$ cat src/cfg_mode_pkg.sv
// Constants and helpers shared by the configuration/mode store and its host.
// Assumes one 25 MHz core clock for both ends of the link.
package cfg_mode_pkg;

  // Clock and configuration array sizes
  localparam int unsigned CLK_HZ       = 25_000_000;
  localparam int unsigned N_CFG_BITS   = 56;
  localparam int unsigned N_MODE_BITS  = 8;
  localparam int unsigned ADDR_W       = 6;

  // Configuration bit addresses (field LSB / MSB)
  localparam logic [5:0] OSC_TRIM_LSB      = 6'h30;  // 48
  localparam logic [5:0] OSC_TRIM_MSB      = 6'h31;  // 49
  localparam logic [5:0] LINE_SCALE_LSB    = 6'h32;  // 50
  localparam logic [5:0] LINE_SCALE_MSB    = 6'h33;  // 51
  localparam logic [5:0] EXTRA_GAIN_ADDR   = 6'h34;  // 52
  localparam logic [5:0] TAMPER_THR_ADDR   = 6'h35;  // 53
  localparam logic [5:0] STEPPER_TYPE_ADDR = 6'h36;  // 54
  localparam logic [5:0] RESERVED_ADDR     = 6'h37;  // 55
  localparam logic [5:0] SYS_CLEAR_ADDR    = 6'h00;  // Clear-all bit position

  // Mode bit indices
  localparam logic [2:0] MODE_OSC_START  = 3'h0;
  localparam logic [2:0] MODE_PUMP       = 3'h1;
  localparam logic [2:0] MODE_RSVD_A     = 3'h2;
  localparam logic [2:0] MODE_RSVD_B     = 3'h3;
  localparam logic [2:0] MODE_CUR_CHAN   = 3'h4;
  localparam logic [2:0] MODE_SRC_SHADOW = 3'h5;
  localparam logic [2:0] MODE_OTP_BURN   = 3'h6;
  localparam logic [2:0] MODE_READ_SWAP  = 3'h7;

  // Command byte layout: value, 111, index, don't care
  localparam int unsigned CMD_VAL_POS  = 7;
  localparam logic [2:0]  CMD_MARK     = 3'h7;
  localparam logic [7:0]  CMD_SWAP     = 8'hff;
  localparam logic [7:0]  MODE_RESET   = 8'h00;
  localparam logic [55:0] SHADOW_RESET = 56'h0;

  // Decoded field values
  localparam logic signed [4:0] TRIM_PLUS_PCT  = 5'sh0a;  // +10 %
  localparam logic signed [4:0] TRIM_MINUS_PCT = -5'sh0a; // -10 %
  localparam logic [6:0] SCALE_BASE_64TH = 7'h17;         // 0.3594 = 23/64
  localparam logic [6:0] SCALE_STEP_64TH = 7'h02;         // 0.03125 per step
  localparam logic [3:0] EXTRA_GAIN_ADD  = 4'h8;
  localparam logic [2:0] TAMPER_SHIFT_LO = 3'h3;          // 12.5 % = 1/8
  localparam logic [2:0] TAMPER_SHIFT_HI = 3'h4;          // 6.25 % = 1/16

  // Stepper pulse widths in microseconds and derived cycle counts
  localparam real STEP_5V_US = 31250.0;
  localparam real STEP_3V_US = 156250.0;
  localparam int unsigned STEP_5V_CYCLES = int'(STEP_5V_US * CLK_HZ / 1.0e6);
  localparam int unsigned STEP_3V_CYCLES = int'(STEP_3V_US * CLK_HZ / 1.0e6);

  // Host request kinds
  typedef enum logic [1:0] {
    REQ_CMD   = 2'h0,
    REQ_CFG   = 2'h1,
    REQ_READ  = 2'h2,
    REQ_RESET = 2'h3
  } req_kind_t;

  // Oscillator trim: 0 and 3 mean no trim
  function automatic logic signed [4:0] osc_trim_pct(input logic [1:0] f);
    case (f)
      2'h1:    osc_trim_pct = TRIM_PLUS_PCT;
      2'h2:    osc_trim_pct = TRIM_MINUS_PCT;
      default: osc_trim_pct = 5'sh00;
    endcase
  endfunction

  // Line voltage scale in 64ths, equal steps
  function automatic logic [6:0] line_scale(input logic [1:0] f);
    line_scale = SCALE_BASE_64TH + 7'(SCALE_STEP_64TH * f);
  endfunction

  // Data record served at a read slot (0-based records)
  function automatic logic [2:0] record_at(input logic [2:0] slot, input logic swap);
    record_at = swap ? {~slot[2], slot[1:0]} : slot;
  endfunction

endpackage : cfg_mode_pkg

$ cat src/cfg_link_if.sv
// Link between the host controller and the configuration/mode store.
// Assumes both ends share the core clock; no clocking block.
interface cfg_link_if;
  logic       serial_select_n;  // Active-low select, driven by host
  logic       cmd_valid;        // One-cycle command byte strobe
  logic [7:0] cmd_byte;
  logic       cfg_wr;           // One-cycle configuration write strobe
  logic [5:0] cfg_addr;
  logic       cfg_val;
  logic       rd_start;         // One-cycle start of a data record read
  logic       remote_reset;     // One-cycle remote reset request
  logic       read_swap;        // Device: swap pending for next read

  modport device (
    input  serial_select_n, cmd_valid, cmd_byte, cfg_wr, cfg_addr, cfg_val,
    input  rd_start, remote_reset,
    output read_swap
  );
  modport host (
    output serial_select_n, cmd_valid, cmd_byte, cfg_wr, cfg_addr, cfg_val,
    output rd_start, remote_reset,
    input  read_swap
  );
endinterface : cfg_link_if

$ cat src/cfg_mode_store.sv
// Device end: 56 configuration bits (antifuse and shadow copies) plus
// eight volatile mode signals, written over the host link.
// Assumes the link is synchronous to i_core_clk and strobes last one cycle.
//
// Notes on behaviour
// - Trim field: 0,3 none; 1 +10%; 2 -10%
// - Line scale field: 0.3594 to 0.4531, equal steps
// - Extra gain bit adds eight when set
// - Tamper threshold 12.5% or 6.25%
// - Stepper pulse 31.25 ms or 156.25 ms
// - Higher address is field MSB; 55 reserved
// - Fifty-six configuration bits, all but reserved 55 individually writable
// - Eight mode bits; POR clears, remote reset keeps all but the pending swap in bit 7
// - Command byte: value, 111, index, don't care
// - Pump bit turns pulse pins into pump drive
// - Channel bit picks current channel one or two
// - Source bit picks antifuse or shadow bits
// - Burn bit also writes antifuse elements
// - FF swaps record order of next read
// - Host resends FF before every swapped read
// - Clear bit wipes system signals on deselect
// - Clear bit set: only FF accepted
// - Source bit disconnects sense amps; host keeps it set while the programming supply is high
// - Oscillator start bit starts RC start-up
// - Host should program configuration during production
// - Six-bit address per bit, equal to index
// - Link works only while select is low, except remote reset, taken with select high
module cfg_mode_store
  import cfg_mode_pkg::*;
#(
  parameter int unsigned STEP_5V_CNT = STEP_5V_CYCLES,
  parameter int unsigned STEP_3V_CNT = STEP_3V_CYCLES,
  parameter logic [55:0] FUSE_INIT   = 56'h0
) (
  input  wire logic                i_core_clk,
  input  wire logic                i_reset_n,
  cfg_link_if.device               link,
  input  wire logic                i_pulse_pos,
  input  wire logic                i_pulse_neg,
  input  wire logic                i_pump_phase,
  input  wire logic [2:0]          i_rec_slot,
  output logic [55:0]              o_cfg_active,
  output logic [7:0]               o_mode_data_record,
  output logic signed [4:0]        o_osc_trim_pct,
  output logic [6:0]               o_line_voltage_scale,
  output logic [3:0]               o_extra_current_gain,
  output logic [2:0]               o_tamper_threshold_shift,
  output logic [22:0]              o_stepper_pulse_cycles,
  output logic                     o_osc_start,
  output logic                     o_current_channel_choice,
  output logic                     o_sense_disconnect,
  output logic                     o_pulse_out_pos,
  output logic                     o_pulse_out_neg,
  output logic [2:0]               o_rec_index,
  output logic                     o_system_clear_done
);

  // Elaboration check on stepper counts
  if (STEP_5V_CNT < 1 || STEP_3V_CNT < 1 || STEP_5V_CNT > 23'h7fffff
      || STEP_3V_CNT > 23'h7fffff) begin : g_bad_step
    $error("stepper counts must fit 23 bits and be nonzero");
  end

  logic [55:0] shadow;
  logic [55:0] antifuse;
  logic [7:0]  mode;
  logic        swap_pending;
  logic        swap_active;
  logic        select_q;
  logic        dec_mode_wr;
  logic [2:0]  dec_index;
  logic        dec_value;
  logic        dec_swap;
  logic        clear_armed;
  logic        link_open;
  logic        cfg_take;
  logic        mode_take;
  logic        swap_take;
  logic        deselect;
  logic [55:0] cfg_sel;

  mode_cmd_decoder u_dec (
    .i_byte    (link.cmd_byte),
    .o_mode_wr (dec_mode_wr),
    .o_index   (dec_index),
    .o_value   (dec_value),
    .o_swap    (dec_swap)
  );

  // Qualified link events
  always_comb begin
    clear_armed = shadow[SYS_CLEAR_ADDR];
    link_open   = ~link.serial_select_n;
    cfg_take    = link_open && link.cfg_wr && !clear_armed
                && (link.cfg_addr < 6'(N_CFG_BITS))
                && (link.cfg_addr != RESERVED_ADDR);
    mode_take   = link_open && link.cmd_valid && dec_mode_wr
                && !clear_armed;
    swap_take   = link_open && link.cmd_valid && dec_swap;
    deselect    = link.serial_select_n && !select_q;              // Rising edge
  end

  // Select history for the idle-return edge
  always_ff @(posedge i_core_clk) begin
    if (!i_reset_n) begin
      select_q <= 1'b1;
    end else begin
      select_q <= link.serial_select_n;
    end
  end

  // Shadow latches: one bit per address, wiped by the armed clear
  always_ff @(posedge i_core_clk) begin
    if (!i_reset_n) begin
      shadow <= SHADOW_RESET;
    end else if (clear_armed && deselect) begin
      shadow <= SHADOW_RESET;
    end else if (cfg_take) begin
      shadow[link.cfg_addr] <= link.cfg_val;
    end
  end

  // Antifuse copy: a blown fuse cannot be unblown, so writes only set
  always_ff @(posedge i_core_clk) begin
    if (!i_reset_n) begin
      antifuse <= FUSE_INIT;
    end else if (cfg_take && mode[MODE_OTP_BURN] && link.cfg_val) begin
      antifuse[link.cfg_addr] <= 1'b1;
    end
  end

  // Mode bits: power-on reset and the armed clear on deselect clear them, remote reset does not
  always_ff @(posedge i_core_clk) begin
    if (!i_reset_n) begin
      mode <= MODE_RESET;
    end else if (clear_armed && deselect) begin
      mode <= MODE_RESET;
    end else if (mode_take) begin
      mode[dec_index] <= dec_value;
    end
  end

  // Swap is one-shot: consumed by the next read start
  always_ff @(posedge i_core_clk) begin
    if (!i_reset_n) begin
      swap_pending <= 1'b0;
      swap_active  <= 1'b0;
    end else begin
      if (link_open && link.rd_start) begin
        swap_active  <= swap_pending || swap_take;
        swap_pending <= 1'b0;
      end else if (swap_take) begin
        swap_pending <= 1'b1;
      end else if (link.remote_reset) begin
        swap_pending <= 1'b0;
      end
    end
  end

  // Source choice; antifuse stays in effect with the bit clear
  always_comb begin
    cfg_sel = mode[MODE_SRC_SHADOW] ? shadow : antifuse;
  end

  // Registered decoded fields of the active configuration
  always_ff @(posedge i_core_clk) begin
    if (!i_reset_n) begin
      o_cfg_active             <= '0;
      o_osc_trim_pct           <= 5'sh00;
      o_line_voltage_scale     <= SCALE_BASE_64TH;
      o_extra_current_gain     <= 4'h0;
      o_tamper_threshold_shift <= TAMPER_SHIFT_LO;
      o_stepper_pulse_cycles   <= 23'(STEP_5V_CNT);
    end else begin
      o_cfg_active   <= cfg_sel;
      // Field MSB sits at the higher address
      o_osc_trim_pct <= osc_trim_pct(cfg_sel[OSC_TRIM_MSB:OSC_TRIM_LSB]);
      o_line_voltage_scale
        <= line_scale(cfg_sel[LINE_SCALE_MSB:LINE_SCALE_LSB]);
      o_extra_current_gain
        <= cfg_sel[EXTRA_GAIN_ADDR] ? EXTRA_GAIN_ADD : 4'h0;
      o_tamper_threshold_shift
        <= cfg_sel[TAMPER_THR_ADDR] ? TAMPER_SHIFT_HI : TAMPER_SHIFT_LO;
      o_stepper_pulse_cycles
        <= cfg_sel[STEPPER_TYPE_ADDR] ? 23'(STEP_3V_CNT) : 23'(STEP_5V_CNT);
    end
  end

  // Mode-driven outputs and pulse pin steering
  always_ff @(posedge i_core_clk) begin
    if (!i_reset_n) begin
      o_osc_start              <= 1'b0;
      o_current_channel_choice <= 1'b0;
      o_sense_disconnect       <= 1'b0;
      o_pulse_out_pos          <= 1'b0;
      o_pulse_out_neg          <= 1'b0;
      o_system_clear_done      <= 1'b0;
    end else begin
      o_osc_start              <= mode[MODE_OSC_START];
      o_current_channel_choice <= mode[MODE_CUR_CHAN];
      // Amps off the fuses whenever shadow is the source
      o_sense_disconnect       <= mode[MODE_SRC_SHADOW];
      if (mode[MODE_PUMP]) begin
        o_pulse_out_pos <= i_pump_phase;
        o_pulse_out_neg <= ~i_pump_phase;
      end else begin
        o_pulse_out_pos <= i_pulse_pos;
        o_pulse_out_neg <= i_pulse_neg;
      end
      o_system_clear_done <= clear_armed && deselect;
    end
  end

  // Record served at each slot of the current read
  always_ff @(posedge i_core_clk) begin
    if (!i_reset_n) begin
      o_rec_index <= 3'h0;
    end else begin
      o_rec_index <= record_at(i_rec_slot, swap_active);
    end
  end

  // Mode record view; bit 7 shows a pending swap
  always_comb begin
    o_mode_data_record                 = mode;
    o_mode_data_record[MODE_READ_SWAP] = swap_pending;
    link.read_swap                     = swap_pending;
  end

endmodule : cfg_mode_store

$ cat src/mode_cmd_decoder.sv
// Decodes one command byte into a mode-bit write or the read-swap command.
// Purely combinational; caller qualifies with its own strobe.
module mode_cmd_decoder
  import cfg_mode_pkg::*;
(
  input  wire logic [7:0] i_byte,
  output logic            o_mode_wr,
  output logic [2:0]      o_index,
  output logic            o_value,
  output logic            o_swap
);
  // Top bit is the value, next three the mark, then index, LSB ignored
  always_comb begin
    o_index   = i_byte[3:1];
    o_value   = i_byte[CMD_VAL_POS];
    o_swap    = (i_byte == CMD_SWAP);
    o_mode_wr = (i_byte[6:4] == CMD_MARK)
              && (o_index != MODE_RSVD_A)
              && (o_index != MODE_RSVD_B)
              && (o_index != MODE_READ_SWAP);                 // Only via FF
  end
endmodule : mode_cmd_decoder

$ cat src/flat_wrapper.sv
// flat-port wrapper written by rule: the top's interface ports become plain ports
module cfg_mode_store_flat import cfg_mode_pkg::*;
#(
  parameter int unsigned STEP_5V_CNT = STEP_5V_CYCLES,
  parameter int unsigned STEP_3V_CNT = STEP_3V_CYCLES,
  parameter logic [55:0] FUSE_INIT   = 56'h0
)
  (i_core_clk, i_reset_n, i_pulse_pos, i_pulse_neg, i_pump_phase, i_rec_slot, o_cfg_active, o_mode_data_record, o_osc_trim_pct, o_line_voltage_scale, o_extra_current_gain, o_tamper_threshold_shift, o_stepper_pulse_cycles, o_osc_start, o_current_channel_choice, o_sense_disconnect, o_pulse_out_pos, o_pulse_out_neg, o_rec_index, o_system_clear_done, link_serial_select_n, link_cmd_valid, link_cmd_byte, link_cfg_wr, link_cfg_addr, link_cfg_val, link_rd_start, link_remote_reset, link_read_swap);
  cfg_link_if link_i ();
  input  wire logic i_core_clk;
  input  wire logic i_reset_n;
  input  wire logic i_pulse_pos;
  input  wire logic i_pulse_neg;
  input  wire logic i_pump_phase;
  input  wire logic [2:0] i_rec_slot;
  output logic [55:0] o_cfg_active;
  output logic [7:0] o_mode_data_record;
  output logic signed [4:0] o_osc_trim_pct;
  output logic [6:0] o_line_voltage_scale;
  output logic [3:0] o_extra_current_gain;
  output logic [2:0] o_tamper_threshold_shift;
  output logic [22:0] o_stepper_pulse_cycles;
  output logic o_osc_start;
  output logic o_current_channel_choice;
  output logic o_sense_disconnect;
  output logic o_pulse_out_pos;
  output logic o_pulse_out_neg;
  output logic [2:0] o_rec_index;
  output logic o_system_clear_done;
  input wire logic [$bits(link_i.serial_select_n)-1:0] link_serial_select_n;
  input wire logic [$bits(link_i.cmd_valid)-1:0] link_cmd_valid;
  input wire logic [$bits(link_i.cmd_byte)-1:0] link_cmd_byte;
  input wire logic [$bits(link_i.cfg_wr)-1:0] link_cfg_wr;
  input wire logic [$bits(link_i.cfg_addr)-1:0] link_cfg_addr;
  input wire logic [$bits(link_i.cfg_val)-1:0] link_cfg_val;
  input wire logic [$bits(link_i.rd_start)-1:0] link_rd_start;
  input wire logic [$bits(link_i.remote_reset)-1:0] link_remote_reset;
  output wire logic [$bits(link_i.read_swap)-1:0] link_read_swap;
  assign link_i.serial_select_n = link_serial_select_n;
  assign link_i.cmd_valid = link_cmd_valid;
  assign link_i.cmd_byte = link_cmd_byte;
  assign link_i.cfg_wr = link_cfg_wr;
  assign link_i.cfg_addr = link_cfg_addr;
  assign link_i.cfg_val = link_cfg_val;
  assign link_i.rd_start = link_rd_start;
  assign link_i.remote_reset = link_remote_reset;
  assign link_read_swap = link_i.read_swap;
  cfg_mode_store #(.STEP_5V_CNT(STEP_5V_CNT), .STEP_3V_CNT(STEP_3V_CNT), .FUSE_INIT(FUSE_INIT)) u_core (.i_core_clk(i_core_clk), .i_reset_n(i_reset_n), .link(link_i), .i_pulse_pos(i_pulse_pos), .i_pulse_neg(i_pulse_neg), .i_pump_phase(i_pump_phase), .i_rec_slot(i_rec_slot), .o_cfg_active(o_cfg_active), .o_mode_data_record(o_mode_data_record), .o_osc_trim_pct(o_osc_trim_pct), .o_line_voltage_scale(o_line_voltage_scale), .o_extra_current_gain(o_extra_current_gain), .o_tamper_threshold_shift(o_tamper_threshold_shift), .o_stepper_pulse_cycles(o_stepper_pulse_cycles), .o_osc_start(o_osc_start), .o_current_channel_choice(o_current_channel_choice), .o_sense_disconnect(o_sense_disconnect), .o_pulse_out_pos(o_pulse_out_pos), .o_pulse_out_neg(o_pulse_out_neg), .o_rec_index(o_rec_index), .o_system_clear_done(o_system_clear_done));
endmodule
$ cat config.mk
export PLATFORM = sky130hd
export DESIGN_NAME = cfg_mode_store_flat
export DESIGN_NICKNAME = d
export VERILOG_FILES = /design/src/cfg_mode_pkg.sv /design/src/cfg_link_if.sv /design/src/cfg_mode_store.sv /design/src/mode_cmd_decoder.sv /design/src/flat_wrapper.sv
export SDC_FILE = /design/constraint.sdc
export NUM_CORES = 1
export LEC_CHECK = 0
export BUFFER_PORTS_ARGS = -buffer_cell sky130_fd_sc_hd__buf_2
export CORE_MARGIN = 1.5
export CORE_UTILIZATION = 60
export CTS_CLUSTER_DIAMETER = 40
export DETAILED_ROUTE_END_ITERATION = 6
export GPL_ROUTABILITY_DRIVEN = 0
export HOLD_SLACK_MARGIN = 0.06
export PLACE_DENSITY_LB_ADDON = 0.2
export SLEW_MARGIN = 10
export SYNTH_ARGS = -nofsm -noshare
export SYNTH_HDL_FRONTEND = slang
export SYNTH_SLANG_ARGS = --single-unit
$ cat constraint.sdc
create_clock -name i_core_clk -period 5.14 [get_ports i_core_clk]
set_clock_uncertainty 0.05 [all_clocks]
set_input_delay 0.257 -clock i_core_clk [delete_from_list [all_inputs] [get_ports i_core_clk]]
set_output_delay 0.257 -clock i_core_clk [all_outputs]
set_load 0.02 [all_outputs]
### After elaboration in Yosys (flattened, before gate mapping)

Index checks and enable logic that the tools add are counted.

| word-level totals | value |
|---|---|
| register bits | 230 |
| input port bits | 28 |
| output and inout bits | 116 |
| word-level logic and storage cells | 78 |

| operators by class | value |
|---|---|
| add/sub/neg operators | 1 |
| order comparisons | 5 |
| equality and inequality tests | 8 |
| muxes and demuxes | 16 |
| bitwise logic cells | 5 |
| reductions and logical operators | 24 |

Operators by type and width:

| operator | number |
|---|---|
| bitwise mux 56 bit | 1 |
| 2-to-1 mux 56 bit | 1 |
| OR 56 bit | 1 |
| 2-to-1 mux 22 bit | 1 |
| logical AND 1 bit | 18 |
| case mux 5 bit (2 select lines) | 1 |
| bitwise mux 8 bit | 1 |
| equality test 8 bit, second input constant | 1 |
| < comparator 6 x 7 -> 1 bit, second input constant | 1 |
| adder 5 x 3 -> 6 bit, first input constant | 1 |
| demux 1 bit (select 6 bit) | 1 |
| >= comparator 6 x 1 -> 1 bit, second input constant | 1 |
| < comparator 6 bit, second input constant | 1 |
| 2-to-1 mux 1 bit | 6 |
| 2-to-1 mux 3 bit | 2 |
| inequality test 3 x 2 -> 1 bit, second input constant | 2 |
| inequality test 6 bit, second input constant | 1 |
| < comparator 3 x 4 -> 1 bit, second input constant | 1 |
| 2-to-1 mux 4 bit | 1 |
| NOT 1 bit | 4 |
| OR reduction 2 bit | 2 |
| demux 1 bit (select 3 bit) | 1 |
| equality test 3 bit, second input constant | 1 |
| >= comparator 3 x 1 -> 1 bit, second input constant | 1 |
| other kinds (6) | 7 |

### Longest topological paths before layout

| logic depth | value |
|---|---|
| depth in word-level cells | 7 |
| depth in mapped cells | 7 |
| mapped depth without buffers | 5 |

### By module

Synthesis repeated with hierarchy kept, for this count alone.

| second synthesis, totals | value |
|---|---|
| cell total of the unflattened synthesis | 813 |
| area total of the unflattened synthesis | 7820.0 um2 |

Modules (own cells, without submodules):

| module | times used | cells each | area an instance (um2) | seq. area each (um2) |
|---|---|---|---|---|
| cfg_mode_store | 1 | 803 | 7746.2 | 3903.7 |
| mode_cmd_decoder | 1 | 10 | 73.8 | 0.0 |

### Least setup slack after synthesis

Ideal clock, no wire load.

| path | value |
|---|---|
| path kind | register -> register |
| from | reg u_core.mode[5] |
| to | reg u_core.o_osc_trim_pct[2] |
| library setup time | 59 ps |
| arrival time | 1837 ps |
| data required time | 5031 ps |
| slack | 3194 ps |
| stages on the path, launching flop included | 8 |
| path buffers | 2 |
| clock period less this slack | 1946 ps |
| cell sequence | dfxtp_1 > clkbuf_1 > buf_1 > mux2i_1 > inv_1 > ha_1 > nor2_1 > and2_1 |

| between the ends | value |
|---|---|
| word-level cells in the longest chain between the ends | 3 |
| elaborated cells on any way between the ends | 4 |
| classes of those cells | eq/ne: 2; mux: 2 |

RTL lines:

| element | RTL line | RTL |
|---|---|---|
| start: declaration | cfg_mode_store.sv:66 | `logic [7:0] mode;` |
| start signal: indexed assignment | cfg_mode_store.sv:139 | `mode[dec_index] <= dec_value;` |
| 2-to-1 mux 56 bit * | cfg_mode_store.sv:162 | `cfg_sel = mode[MODE_SRC_SHADOW] ? shadow : antifuse;` |
| via u_core.cfg_sel[49] | cfg_mode_store.sv:80 | `logic [55:0] cfg_sel;` |
| equality test 2 bit or equality test 2 x 1 -> 1 bit (tied branches) | cfg_mode_pkg.sv:64 | `case (f)` |
| case mux 5 bit (2 select lines) * | cfg_mode_pkg.sv:64 |  |
| end signal: assignment | cfg_mode_store.sv:177 | `o_osc_trim_pct <= osc_trim_pct(cfg_sel[OSC_TRIM_MSB:OSC_TRIM_LSB]);` |
| end: declaration | cfg_mode_store.sv:44 | `output logic signed [4:0] o_osc_trim_pct,` |

Mark *: on every way through the listed nets, which the timed path passes. The rest lies on a longest branch.
A chain may end at the register's enable or synchronous reset.

### Worst setup path after layout

| path | value |
|---|---|
| from | in link_serial_select_n |
| to | reg u_core.antifuse[51] |

| between the ends | value |
|---|---|
| word-level cells in the longest chain between the ends | 7 |

RTL lines:

| element | RTL line | RTL |
|---|---|---|
| start: declaration | flat_wrapper.sv:30 | `input wire logic [$bits(link_i.serial_select_n)-1:0] link_serial_select_n;` |
| NOT 1 bit | cfg_mode_store.sv:93 | `link_open = ~link.serial_select_n;` |
| logical AND 1 bit (2 in series) | cfg_mode_store.sv:94 | `cfg_take = link_open && link.cfg_wr && !clear_armed` |
| logical AND 1 bit | cfg_mode_store.sv:95 | `&& (link.cfg_addr < 6'(N_CFG_BITS))` |
| logical AND 1 bit | cfg_mode_store.sv:96 | `&& (link.cfg_addr != RESERVED_ADDR);` |
| logical AND 1 bit (2 in series) | cfg_mode_store.sv:127 | `end else if (cfg_take && mode[MODE_OTP_BURN] && link.cfg_val) begin` |
| end signal: assignment | cfg_mode_store.sv:126 | `antifuse <= FUSE_INIT;` |
| end signal: indexed assignment | cfg_mode_store.sv:128 | `antifuse[link.cfg_addr] <= 1'b1;` |
| end: declaration | cfg_mode_store.sv:65 | `logic [55:0] antifuse;` |

No other way between the ends.

==> reports/qor.txt <==
Routed WL = 18700 um
Syn Inst Count = 801
clock buffer depth = 2
crit path capture type = register
post-synthesis mux area share = 9.14%
crit-path cells = buf_2, nand4bb_1, or4_1, o41ai_2
Post-Syn Area per Cell = 9.74 um2
XOR/XNOR Fraction of Synth Area = 0.112%
layout cells sized above 1 = 20.6%
CTS clk-pin slew, worst paths = 0.06 ns
Ports = 144
Top delay family on crit path = simple AND/OR/NAND/NOR gates
mapped cell area = 7800 um2
DR WL/cell = 18.0 um
endpoints failing hold = 0
Fillers = 1039
Leak = 3.43 nW
HPWL after DPL = 11300 um
Root Buffer = clkbuf_16
DRT iter0 DRCs = 472
Register Area = 3910 um2
area share of fa/ha/maj cells after synthesis = 0.481%
FF-to-FF path depth = 4
die area = 13700 um2
Layout Nets = 884
Worst Path Required = 5.41 ns
hold path depth = 4
share of Yosys cell area claimed by the top area cell type = 50.0%
first-pass GRT wire length = 29800 um
RSZ-0062 raised after global routing = false
area leader, netlist = dfxtp_1
Die Span X = 117 um
Finish-stage setup viols = 0
post-CTS setup buffer count = 0
Tightest Pin Transition = 1.34 ns
routed via count = 6304
stages on the worst setup path = 4
worst skew pair latency = 0.43 ns
core area = 12700 um2
overflow left after global routing = 0
Max IR drop VDD = 0.179 mV
Residual DRC = 0
diodes inserted = 0
Max Fclk = 430 MHz
IO buf count = 119
Max stage delay on crit path = 1.00 ns
Distinct cells, synth = 42
Startpoint Class = primary input
Synth Area in Compound Gates = 13.8%
multi-input logic area = 3370 um2
Simple-Gate Fraction of Synth Area = 18.2%
Crit Path Class = in2reg
vias in the first global route = 5757
largest net degree at the start of global routing = 60
Power Total = 2.95 mW
slowest CP cell = or4_1
Synth Register Bits = 195
Area Overhead vs Synth = 12.9%
post-layout util = 69.5%
Post-Layout Inst Area = 8810 um2
starting density of the core = 61.6%
worst hold path type = in2reg
minimum clock period = 2.33 ns
largest family of logic cells by synthesized area = simple AND/OR/NAND/NOR gates
hold path startpoint = i_pump_phase
Num Clock Sinks = 195
Setup crit start = link_serial_select_n
Site Rows = 41
Max Cap Viol = 0
Die Height = 117 um
period utilization = 45.3%
GRT Total Usage = 28.3%
Ys Warns = 0
H-tree Lvls = 4
PostCTS Resize Cnt = 0
CTS tree = yes
antenna violations before repair = 0
Vias/cell = 6.08
crit path max fanout = 24
max_slew headroom = 10.3%
sequential share of the synthesized area = 50.0%
DP Area = 8170 um2
max-slew violations = 0
drt pass-1 iters = 5
outcome = finished clean
Pwr Density = 335 nW/um2
Reg-to-Reg Start = u_core.shadow[0]
ANT nets after route = 0
CTS Buf Count = 17
Worst Path Arrival = 2.60 ns
CP bufs+invs = 1
synth top area cells = dfxtp_1, mux2i_1, o21a_1
total negative slack = 0 ns
==> synth_stat cells <==
library cell / count
xnor2_1: 1
o21a_1: 48
nor4_1: 49
dfxtp_1: 195
buf_1: 10
ha_1: 3
and3b_1: 3
and2_1: 10
nor3_1: 2
buf_2: 10
or3b_2: 4
clkbuf_1: 68
o41ai_2: 7
nand4_1: 48
or4_1: 1
or4b_1: 1
a21oi_1: 46
and4b_1: 1
mux2_2: 2
nor4bb_1: 1
conb_1: 2
nor4b_2: 2
and4bb_2: 1
nand2_1: 13
nand2b_1: 6
or3_1: 1
o31ai_1: 46
o211a_1: 1
mux2i_1: 69
nor2_1: 62
or2_2: 1
inv_1: 7
nand4b_1: 3
nand3_1: 24
nand3b_1: 4
nor3b_1: 4
nand4bb_1: 2
buf_4: 35
o311a_1: 1
a41oi_1: 1
and3_1: 4
nor2b_1: 2
==> area by class of cell <==
| class | instances | share of cell area, % |
|---|---|---|
| inverters | 7 | 0.298 |
| repair buffers | 134 | 8.21 |
| well taps | 172 | 2.44 |
| clock inverters | 10 | 1.24 |
| flip-flops and latches | 195 | 44.4 |
| multi-input cells | 498 | 38.2 |
| clock buffers | 21 | 5.23 |
==> power by group <==
| part | leakage [nW] | switching (mW) | internal (mW) |
|---|---|---|---|
| Clock | 0.278 | 0.545 | 0.735 |
| Combinational | 1.58 | 0.121 | 0.0314 |
| Sequential | 1.57 | 0.00193 | 1.51 |
==> state kept, by name, indices dropped and copies added, names as in the netlist, 3 cells and up <==
| register | cells |
|---|---|
| u_core.antifuse | 56 |
| u_core.o_rec_index | 3 |
| u_core.mode | 7 |
| u_core.shadow | 56 |
| u_core.o_osc_trim_pct | 3 |
| u_core.o_line_voltage_scale | 3 |
| u_core.o_cfg_active | 56 |
==> path summary, 6_finish.rpt <==
kind / to / slack, ns
max: u_core.antifuse[51] / 2.81
min: u_core.o_pulse_out_neg / 0.09
max reg2reg: u_core.shadow[35] / 2.95
min reg2reg: u_core.antifuse[51] / 0.41
==> worst min-delay path, stage by stage <==
cell     delay (ns)
buf_2          0.10
inv_1          0.04
mux2i_1        0.06
nor2_1         0.08
==> cell families after synthesis <==
family | after synthesis
AOI/OAI and AO/OA | 150
xor gates and xnor gates | 1
adders and majority gates | 3
buffers and inverters | 130
DFF | 195
muxes | 71
other | 2
and+or+nand+nor | 249
==> per-layer routing <==
metal / GRT usage, % / wire [um] / vias to the layer above
met5: 0 / 0 / -
met4: 13.0 / 553 / 0
met3: 5.97 / 1320 / 50
met2: 45.1 / 8990 / 283
met1: 37.1 / 7850 / 3021
li1: - / - / 2950
==> placed cells by master (no fill, tap or decap), types with 2 or more instances in the layout <==
cell type	count
nand4bb_1	2
nand3_1	24
nand3b_1	4
clkinvlp_4	2
and3_1	4
inv_1	6
buf_2	119
mux2i_1	69
and3b_1	3
mux2_2	2
and2_1	10
a21oi_1	46
buf_4	9
nand2_1	13
nor4_1	49
bufinv_16	2
nand2b_1	6
nor2_1	62
o31ai_1	46
nor2b_1	2
nor3b_1	3
ha_1	3
clkbuf_8	2
o21a_1	48
nor3_1	2
clkbuf_16	17
nand4b_1	3
dfxtp_1	194
clkinv_2	5
nand4_1	48
clkbuf_1	2
conb_1	24
or3b_2	4
nor4b_2	2
o41ai_2	7
dlygate4sd3_1	6
==> stage by stage <==
stage	hold WS [ns]	setup WS [ns]	instances
after floorplan	0.334	3.19	823
after CTS	0.0791	2.87	1037
after global placement	0.390	2.49	1000
after global routing	0.129	2.68	1037
final	0.0946	2.81	1037
after detailed placement	0.389	2.42	1000
==> timing repair <==
item,4_1_cts,5_1_grt
endpoints found under the hold margin,5,0
hold buffers,6,0
setup endpoints to repair,0,0
Note: power is estimated with default switching activity, not from simulation.
